==> config.mk <==
export PLATFORM = sky130hd
export DESIGN_NAME = alpha_decoder
export DESIGN_NICKNAME = d
export VERILOG_FILES = /design/src/shared/alpha_pkg.sv /design/src/hdl/alpha_decoder.sv
export SDC_FILE = /design/constraint.sdc
export NUM_CORES = 1
export LEC_CHECK = 0
export ABC_AREA = 1
export BUFFER_PORTS_ARGS = -buffer_cell sky130_fd_sc_hd__buf_2
export CAP_MARGIN = 20
export CELL_PAD_IN_SITES_DETAIL_PLACEMENT = 1
export CELL_PAD_IN_SITES_GLOBAL_PLACEMENT = 1
export CORE_ASPECT_RATIO = 0.7
export CORE_MARGIN = 2
export CORE_UTILIZATION = 43
export DETAILED_ROUTE_END_ITERATION = 8
export PLACE_DENSITY = 0.69
export REMOVE_ABC_BUFFERS = 1
export SYNTH_ARGS = -nofsm -noshare
export SYNTH_HDL_FRONTEND = slang
export SYNTH_SLANG_ARGS = --single-unit
export TNS_END_PERCENT = 10
==> constraint.sdc <==
create_clock -name clk_i -period 4 [get_ports clk_i]
set_input_delay 0 -clock clk_i [delete_from_list [all_inputs] [get_ports clk_i]]
set_output_delay 0 -clock clk_i [all_outputs]
set_load 0.02 [all_outputs]
==> src/shared/alpha_pkg.sv <==
// Constants and carrier types for the alpha field character decoder
// How it works
// - A first byte of 80 makes each later byte pair one 16-bit code.
// - In the 80 scheme the earlier byte of a pair is the high byte.
// - Padding bytes FF and an odd trailing FF byte produce no character.
// - A first byte of 81: byte two is count, byte three base bits 14..7.
// - In the 81 scheme the base top bit and low seven bits are zero.
// - Payload byte with top bit clear gives a 7-bit default-alphabet char.
// - Payload byte with top bit set gives base plus low seven bits.
// - A first byte of 82: byte two is count, bytes three, four the base.
// - In the 82 scheme payload from byte five splits on its top bit.
// - Counted schemes decode exactly count bytes; FF inside is a character.
// - All three schemes are handled, for small and large character sets.
`default_nettype none

package alpha_pkg;

    // ==========================================================
    // Tags and padding
    localparam logic [7:0] TAG_RAW = 8'h80;
    localparam logic [7:0] TAG_HALF8 = 8'h81;
    localparam logic [7:0] TAG_HALF16 = 8'h82;
    localparam logic [7:0] PAD_BYTE = 8'hff;

    // ==========================================================
    // Field layout and sizes
    localparam int OFFSET_MSB = 6;
    localparam int SELECT_BIT = 7;
    localparam int HALF8_SHIFT = 7;
    localparam int FIFO_DEPTH = 16;
    localparam logic [15:0] BASE_RESET = 16'h0000;
    localparam logic [7:0] COUNT_RESET = 8'h00;

    // One byte of a record, last marks its final byte
    typedef struct packed {
        logic [7:0] data;
        logic last;
    } rec_byte_t;

    // One decoded character; alpha7 set means code holds a 7-bit
    // default-alphabet value, clear means a 16-bit code point
    typedef struct packed {
        logic alpha7;
        logic [15:0] code;
    } char_t;

    typedef enum logic [3:0] {
        S_TAG = 4'h0,
        S_RAW_HI = 4'h1,
        S_RAW_LO = 4'h2,
        S_COUNT = 4'h3,
        S_BASE_HI = 4'h4,
        S_BASE_LO = 4'h5,
        S_PAYLOAD = 4'h6,
        S_PLAIN = 4'h7,
        S_DRAIN = 4'h8
    } dec_state_t;

endpackage : alpha_pkg

`default_nettype wire

==> src/hdl/alpha_decoder.sv <==
// Alpha field decoder with its output character FIFO
`default_nettype none

// ==========================================================
// Character FIFO
module char_fifo #(
    parameter int WIDTH = 17,
    parameter int DEPTH = alpha_pkg::FIFO_DEPTH
) (
    input wire logic clk_i,
    input wire logic rst_i,
    input wire logic in_valid_i,
    output logic in_ready_o,
    input wire logic [WIDTH-1:0] in_data_i,
    output logic out_valid_o,
    input wire logic out_ready_i,
    output logic [WIDTH-1:0] out_data_o
);
    localparam int AW = $clog2(DEPTH);

    if (DEPTH < 2 || (1 << AW) != DEPTH || WIDTH < 1) begin : g_chk
        $error("char_fifo: DEPTH must be a power of two >= 2");
    end

    logic [WIDTH-1:0] mem [DEPTH];
    logic [AW:0] wr_ptr_r;
    logic [AW:0] rd_ptr_r;
    wire full = (wr_ptr_r[AW] != rd_ptr_r[AW]) &&
                (wr_ptr_r[AW-1:0] == rd_ptr_r[AW-1:0]);
    wire empty = (wr_ptr_r == rd_ptr_r);
    wire push = in_valid_i && !full;
    wire pop = out_ready_i && !empty;

    assign in_ready_o = !full;
    assign out_valid_o = !empty;
    assign out_data_o = mem[rd_ptr_r[AW-1:0]];

    always_ff @(posedge clk_i) begin
        if (push) begin
            mem[wr_ptr_r[AW-1:0]] <= in_data_i;
        end
    end

    always_ff @(posedge clk_i) begin
        if (rst_i) begin
            wr_ptr_r <= '0;
            rd_ptr_r <= '0;
        end else begin
            wr_ptr_r <= wr_ptr_r + (AW+1)'(push);
            rd_ptr_r <= rd_ptr_r + (AW+1)'(pop);
        end
    end
endmodule : char_fifo

// ==========================================================
// Decoder top
module alpha_decoder #(
    parameter int DEPTH = alpha_pkg::FIFO_DEPTH
) (
    input wire logic clk_i,
    input wire logic rst_i,
    input wire logic in_valid_i,
    input wire alpha_pkg::rec_byte_t in_byte_i,
    output logic in_ready_o,
    output logic char_valid_o,
    input wire logic char_ready_i,
    output alpha_pkg::char_t char_o
);
    // Offset into a half page: base plus the low seven bits
    function automatic logic [15:0] half_page(input logic [15:0] base,
                                              input logic [7:0] b);
        half_page = base + {9'h000, b[alpha_pkg::OFFSET_MSB:0]};
    endfunction : half_page

    function automatic alpha_pkg::char_t alpha7(input logic [7:0] b);
        alpha7.alpha7 = 1'b1;
        alpha7.code = {9'h000, b[alpha_pkg::OFFSET_MSB:0]};
    endfunction : alpha7

    alpha_pkg::dec_state_t state_r;
    alpha_pkg::dec_state_t state_nxt;
    logic mode16_r;
    logic [7:0] hi_r;
    logic [7:0] cnt_r;
    logic [15:0] base_r;

    logic fifo_ready;
    logic push_valid;
    alpha_pkg::char_t push_char;

    // Back-pressure: a byte is only taken while the FIFO has room,
    // so an emitted character is never dropped
    assign in_ready_o = fifo_ready;

    wire [7:0] b = in_byte_i.data;
    wire take = in_valid_i && fifo_ready;
    wire is_pad = (b == alpha_pkg::PAD_BYTE);
    wire is_tag = (b == alpha_pkg::TAG_RAW) ||
                  (b == alpha_pkg::TAG_HALF8) ||
                  (b == alpha_pkg::TAG_HALF16);
    wire offset_sel = b[alpha_pkg::SELECT_BIT];

    // ==========================================================
    // Character selection
    wire emit_plain = ((state_r == alpha_pkg::S_TAG) && !is_tag && !is_pad) ||
                      ((state_r == alpha_pkg::S_PLAIN) && !is_pad);
    wire emit_raw = (state_r == alpha_pkg::S_RAW_LO);
    wire emit_pay = (state_r == alpha_pkg::S_PAYLOAD);

    wire alpha_pkg::char_t raw_char = '{alpha7: 1'b0,
                                        code: {hi_r, b}};
    wire alpha_pkg::char_t off_char = '{alpha7: 1'b0,
                                        code: half_page(base_r, b)};
    wire alpha_pkg::char_t pay_char = offset_sel ? off_char
                                                 : alpha7(b);

    assign push_valid = take && (emit_plain || emit_raw || emit_pay);
    assign push_char = emit_raw ? raw_char :
                       emit_pay ? pay_char : alpha7(b);

    // ==========================================================
    // Next state
    always_comb begin
        state_nxt = state_r;
        unique case (state_r)
            alpha_pkg::S_TAG: begin
                if (b == alpha_pkg::TAG_RAW) begin
                    state_nxt = alpha_pkg::S_RAW_HI;
                end else if (b == alpha_pkg::TAG_HALF8 ||
                             b == alpha_pkg::TAG_HALF16) begin
                    state_nxt = alpha_pkg::S_COUNT;
                end else if (is_pad) begin
                    state_nxt = alpha_pkg::S_DRAIN;
                end else begin
                    state_nxt = alpha_pkg::S_PLAIN;
                end
            end
            alpha_pkg::S_RAW_HI: begin
                // A high byte of FF can only be padding
                state_nxt = is_pad ? alpha_pkg::S_DRAIN
                                   : alpha_pkg::S_RAW_LO;
            end
            alpha_pkg::S_RAW_LO: state_nxt = alpha_pkg::S_RAW_HI;
            alpha_pkg::S_COUNT: state_nxt = alpha_pkg::S_BASE_HI;
            alpha_pkg::S_BASE_HI: begin
                if (mode16_r) begin
                    state_nxt = alpha_pkg::S_BASE_LO;
                end else begin
                    state_nxt = (cnt_r == 8'h00) ? alpha_pkg::S_DRAIN
                                                 : alpha_pkg::S_PAYLOAD;
                end
            end
            alpha_pkg::S_BASE_LO: begin
                state_nxt = (cnt_r == 8'h00) ? alpha_pkg::S_DRAIN
                                             : alpha_pkg::S_PAYLOAD;
            end
            alpha_pkg::S_PAYLOAD: begin
                if (cnt_r == 8'h01) begin
                    state_nxt = alpha_pkg::S_DRAIN;
                end
            end
            alpha_pkg::S_PLAIN: begin
                if (is_pad) begin
                    state_nxt = alpha_pkg::S_DRAIN;
                end
            end
            alpha_pkg::S_DRAIN: state_nxt = alpha_pkg::S_DRAIN;
            default: state_nxt = alpha_pkg::S_TAG;
        endcase
        if (in_byte_i.last) begin
            state_nxt = alpha_pkg::S_TAG;
        end
    end

    // ==========================================================
    // Registers
    always_ff @(posedge clk_i) begin
        if (rst_i) begin
            state_r <= alpha_pkg::S_TAG;
        end else if (take) begin
            state_r <= state_nxt;
        end
    end

    always_ff @(posedge clk_i) begin
        if (rst_i) begin
            mode16_r <= 1'b0;
            hi_r <= 8'h00;
            cnt_r <= alpha_pkg::COUNT_RESET;
            base_r <= alpha_pkg::BASE_RESET;
        end else if (take) begin
            if (state_r == alpha_pkg::S_TAG) begin
                mode16_r <= (b == alpha_pkg::TAG_HALF16);
            end
            if (state_r == alpha_pkg::S_RAW_HI) begin
                hi_r <= b;
            end
            if (state_r == alpha_pkg::S_COUNT) begin
                cnt_r <= b;
            end
            if (state_r == alpha_pkg::S_PAYLOAD) begin
                cnt_r <= cnt_r - 8'h01;
            end
            if (state_r == alpha_pkg::S_BASE_HI) begin
                base_r <= mode16_r ? {b, 8'h00}
                                   : ({8'h00, b} <<
                                      alpha_pkg::HALF8_SHIFT);
            end
            if (state_r == alpha_pkg::S_BASE_LO) begin
                base_r[7:0] <= b;
            end
        end
    end

    char_fifo #(
        .WIDTH($bits(alpha_pkg::char_t)),
        .DEPTH(DEPTH)
    ) u_fifo (
        .clk_i(clk_i),
        .rst_i(rst_i),
        .in_valid_i(push_valid),
        .in_ready_o(fifo_ready),
        .in_data_i(push_char),
        .out_valid_o(char_valid_o),
        .out_ready_i(char_ready_i),
        .out_data_o(char_o)
    );
endmodule : alpha_decoder

`default_nettype wire

Word level (Yosys, flattened, before mapping)
Memories as Yosys holds them, arrays and structs flattened. A register that Yosys moved wholly into a read port is not among the register bits.
Cells that the tools add are included.
{"block": "totals", "out_inout_bits": 19, "in_bits": 13, "mem_bits_rw": 272, "ff_bits": 47, "wordCells": 80, "mem_count": 1}
{"block": "classes", "n_mux": 21, "n_addsub": 4, "n_eq_ne": 18, "reduce_logical": 28}
{"memory": "u_fifo.mem", "depth": 16, "width": 17, "rd": 1, "rd_clocked_by_memory_dff": 1, "write_ports": 1, "line_no": "alpha_decoder.sv:25", "text": "logic [WIDTH-1:0] mem [DEPTH];"}
{"op": "17-bit 2-to-1 mux", "n": 3}
{"op": "4-bit 2-to-1 mux", "n": 10}
{"op": "4-bit case mux with 9 select lines", "n": 1}
{"op": "8-bit equality test, second input constant", "n": 4}
{"op": "8-bit 2-to-1 mux", "n": 4}
{"op": "16-bit by 7-bit adder with 16-bit output", "n": 1}
{"op": "4-bit by 3-bit equality test with 1-bit output, second input constant", "n": 4}
{"op": "16-bit 2-to-1 mux", "n": 1}
{"op": "5-bit by 1-bit adder with 5-bit output", "n": 2}
{"op": "2-bit AND reduction", "n": 5}
{"op": "4-bit by 2-bit equality test with 1-bit output, second input constant", "n": 2}
{"op": "8-bit by 1-bit equality test with 1-bit output, second input constant", "n": 1}
{"op": "1-bit logical AND", "n": 8}
{"op": "8-bit zero test", "n": 1}
{"op": "8-bit by 1-bit subtractor with 8-bit output, second input constant", "n": 1}
{"op": "1-bit logical OR", "n": 6}
{"op": "5-bit equality test", "n": 1}
{"op": "4-bit by 1-bit equality test with 1-bit output, second input constant", "n": 1}
{"op": "4-bit equality test", "n": 1}
{"op": "4-bit equality test, second input constant", "n": 1}
{"op": "1-bit zero test", "n": 4}
{"op": "4-bit zero test", "n": 1}
{"op": "2-bit nonzero test", "n": 2}
{"op": "3-bit by 2-bit != test with 1-bit output, second input constant", "n": 1}
{"op": "other kinds (4)", "n": 5}

Logic depth before layout (Yosys ltp)
{"block": "logic_depth", "depth_word": 13, "ltp_mapped": 16, "depth_no_buf": 14}

Cells and area by module
From an unflattened synthesis, not the netlist that was laid out.
{"block": "hier_totals", "hier_cells": 1712, "area_unflattened_um2": 15243.4}
{"mod": "char_fifo", "area_per_inst_um2": 12514.5, "seq_area_each_um2": 8368.0, "cells_each": 1275, "instances": 1}
{"mod": "alpha_decoder", "area_per_inst_um2": 2728.9, "seq_area_each_um2": 740.7, "cells_each": 437, "instances": 1}

Worst setup path before layout
OpenSTA, ideal clock, no wires.
{"block": "synth_timing", "path_kind": "reg2reg", "start": "register u_fifo.rd_ptr_r[2]", "end": "memory u_fifo.mem[5][0] (enable)", "required_time_ns": 3.587, "arrival_ns": 2.393, "path_buffers": 2, "stages_incl_launch_ff": 12, "slack_ns": 1.194, "setup_time_ns": 0.413, "period_less_slack_ns": 2.806, "path_cell_list": "dfxtp_1 buf_2 inv_2 nand2_1 nand2_1 nor2_2 nand3_4 nand2_4 inv_4 nand2_2 buf_4 nor3_1"}
{"block": "synth_between", "elab_chain_cells": 8}
{"element": "start: declaration", "line_no": "alpha_decoder.sv:27", "text": "logic [AW:0] rd_ptr_r;"}
{"element": "start signal: assignment", "line_no": "alpha_decoder.sv:50", "text": "rd_ptr_r <= rd_ptr_r + (AW+1)'(pop);"}
{"element": "4-bit equality test (*)", "line_no": "alpha_decoder.sv:29", "text": "(wr_ptr_r[AW-1:0] == rd_ptr_r[AW-1:0]);"}
{"element": "1-bit logical AND (*)", "line_no": "alpha_decoder.sv:28", "text": "wire full = (wr_ptr_r[AW] != rd_ptr_r[AW]) &&"}
{"element": "1-bit zero test (*)", "line_no": "alpha_decoder.sv:34", "text": "assign in_ready_o = !full;"}
{"element": "via in_ready_o", "line_no": "alpha_decoder.sv:64", "text": "output logic in_ready_o,"}
{"element": "1-bit logical AND", "line_no": "alpha_decoder.sv:96", "text": "wire take = in_valid_i && fifo_ready;"}
{"element": "1-bit logical AND", "line_no": "alpha_decoder.sv:117", "text": "assign push_valid = take && (emit_plain || emit_raw || emit_pay);"}
{"element": "1-bit logical AND (*)", "line_no": "alpha_decoder.sv:31", "text": "wire push = in_valid_i && !full;"}
{"element": "1-bit 2-to-1 mux (*)", "line_no": "alpha_decoder.sv:39", "text": "if (push) begin"}
{"element": "1-bit 2-to-1 mux (not written as such) (*)", "line_no": "alpha_decoder.sv:40", "text": "mem[wr_ptr_r[AW-1:0]] <= in_data_i;"}
{"element": "end: declaration", "line_no": "alpha_decoder.sv:25"}
Mark *: on every way through the listed nets, which the timed path passes. The rest lies on a longest branch.

==> out/results.ini <==
[outcome]
status = finished, final reports clean

[grt]
grt_usage_pct = 25.5
grt_overflow_total = 0
grt_pass1_vias = 10289
grt_pass1_wl_mm = 64.3
grt_antenna_before_repair = 0
grt_start_max_net_pins = 88

[synth]
ys_ff_latch = 319
post-synth-top-count-cell = edfxtp_1
synth.top_cells.by_area = edfxtp_1 60%, dfxtp_1 6.9%, o21ai_0 5.9%
synth_commonest_cells = 272 x edfxtp_1, 199 x nand2_1, 194 x nor2_1, 163 x o21ai_0, 71 x nand3_1
synthArstFlopShare_pct = 0
synthDistinctLibCells = 43
seq_area_frac_synth_pct = 66.4
ys_warn_count = 0
synth_adder_area_share_pct = 1.33
synth_edf_count = 272
muxShareOfSynthArea_pct = 0.0729
synthCells = 1281
synth_ff_type = edfxtp_1
synth-simple-area-share_pct = 15.7
syn_area_per_cell_sq_um = 10.7
synth-xor-area-share_pct = 0.511
synth_top_area_share_pct = 59.5
synth_compound_area_share_pct = 12.2
synth_top_family_by_area = simple AND/OR/NAND/NOR gates
netlist_area_sq_um = 13700
yosysTopAreaCell = edfxtp_1

[clocking]
clockRootBuffer = clkbuf_16
postCtsResizedCells = 0
clk_latency_ns = 0.59
cts_buffers = 31
clockBufferDepth = 3
clkSinkCount = 319
cts_max_level = 1
cts_tree = yes
clkTransAtPathRegs_ns = 0.06

[detailed_routing]
detail_route.iter0.violations = 1033
via_per_inst = 5.76
wl_per_cell_um = 23.6
dr.pass1.iters = 5
antenna_left = 0
drc = 0
wl_mm = 41.9
dr_total_vias = 10224

[placed_design]
pre_cts_slack_ns = 1.14
gp_congestion = 0.832
portBuffers = 31
dp_hpwl_mm = 26.1
placed_cells = 1699

[floorplanning]
initial_core_util_pct = 43.9
dieHeight_um = 153
io_pins = 32
core-area_sq_um = 31300
die_x_um = 218
dieArea_sq_um = 33400
fp-row-count = 54

[pwr]
clock_power_share_pct = 39.2
power_density_nw_per_um2 = 507
power_frac_comb_pct = 14.1
cellLeakagePower_nw = 5.32
p_sw_mw = 2.20
ir_worst_vdd_mv = 0.307
intPower_mw = 5.78
p_seq_share_pct = 46.7
netSwitchingFraction_pct = 27.6

[setup_path]
crit_type = flip-flop to primary output
required_ns = 4.00
critPathLaunchType = flip-flop
end_kind = primary output
critPathMaxFanout = 87
worst_ep_arrival_time_ns = 3.48

[finish]
nNetsFinal = 1357
drive_gt1_share_pct = 11.9
layout.cells.non_filler = 1775
syn_to_final_growth_pct = 14.6
antennaDiodeCount = 0

[timing]
hold_violations = 0
hold-worst-slack_ns = 0.337
setup_viol = 0
fin_crit_ns = 3.48
slew-limit-headroom_pct = 33.0
period_share_pct = 87.0
tightest_slew_ns = 1.00
setup_ws_ns = 0.521
rsz0062_at_grt = false
skew_ns = 0.0297
max_freq_ghz = 0.287
finalMaxSlewViolations = 0

[run]
max-cap-violations = 0

[min_path]
hold_class = input port to flip-flop

[state kept, by name, indices dropped and copies added, names as in the netlist]
signal / cells
u_fifo.mem: 272
base_r: 16
cnt_r: 8
hi_r: 8
u_fifo.rd_ptr_r: 5
u_fifo.wr_ptr_r: 5
state_r: 4
mode16_r: 1
[metrics by stage]
| step | setup TNS, ns | utilization, % | instance area [sq um] | power, mW |
|---|---|---|---|---|
| 2_1_floorplan | -645.11 | - | 13400 | 4.46 |
| 3_5_place_dp | 0 | 46.3 | 14500 | 4.91 |
| 3_3_place_gp | 0 | 46.3 | 14500 | 4.88 |
| 5_1_grt | 0 | 50.3 | 15700 | 8.27 |
| 6_report | 0 | 50.3 | 15700 | 7.98 |
| 4_1_cts | 0 | 50.3 | 15700 | 8.02 |
[per-layer routing]
metal	up-vias	wire [um]	track usage (%)
li1	4666	-	-
met1	5176	19900	38.7
met2	322	18600	38.8
met3	60	2630	3.72
met4	0	864	5.54
met5	-	0	0
[worst max-delay path, stage by stage, from the launching register on]
cell,delay [ns]
dfxtp_4,0.53
inv_4,0.11
buf_4,0.43
buf_4,0.79
nor2_1,0.13
o22ai_1,0.42
o211ai_1,0.15
nand3_1,0.10
buf_2,0.17
[cells by family after synthesis]
family	count (synthesis)
simple gates	514
xor+xnor	8
fa+ha+maj	14
buf+inv	131
flops	319
mux	1
compound gates	294
[cells in the final DEF (no fill, tap or decap), drive strengths merged, types with 2 or more instances in the layout]
cell type,netlist,final
a21oi,41,41
buf,20,67
bufinv,0,6
clkbuf,49,36
clkinv,1,11
clkinvlp,0,2
dfxtp,47,47
dlygate4sd3,0,18
edfxtp,272,272
ha,13,13
inv,61,65
nand2,208,208
nand3,72,72
nand4,11,11
nor2,199,199
nor3,19,19
nor4,2,2
o211ai,10,10
o21ai,167,167
o221ai,24,24
o22a,2,2
o22ai,47,47
xnor2,4,4
xor2,4,4
[power by group through the flow]
stage	sequential [mW]	clock, mW	combinational (mW)
after floorplan	3.81	0	0.645
after global placement	3.79	0	1.08
after detailed placement	3.80	0	1.11
after CTS	3.73	3.16	1.13
after global routing	3.74	3.29	1.24
final	3.73	3.13	1.13
[final timing paths]
path,startpoint,endpoint,slack [ns],cells after the start
worst max-delay path,u_fifo.rd_ptr_r[0],char_o[14],0.52,8
worst min-delay path,in_byte_i[8],hi_r[7],0.34,4
worst max register to register,u_fifo.rd_ptr_r[0],state_r[0],1.04,10
worst min register to register,base_r[5],base_r[5],0.47,2
[area by class of cell]
class                   instances  area [sq um]
fillers                      3359         15600
flip-flops and latches        319          9110
multi-input cells             831          4180
clock buffers                  36           795
repair buffers                 85           606
well taps                     420           526
clock inverters                22           274
inverters                      62           238
[timing repair]
action | CTS | global route
setup buffers | 0 | 0
hold buffers | 18 | 0
hold endpoints to repair | 42 | 0
No activity file was read; power rests on OpenSTA's default activity.
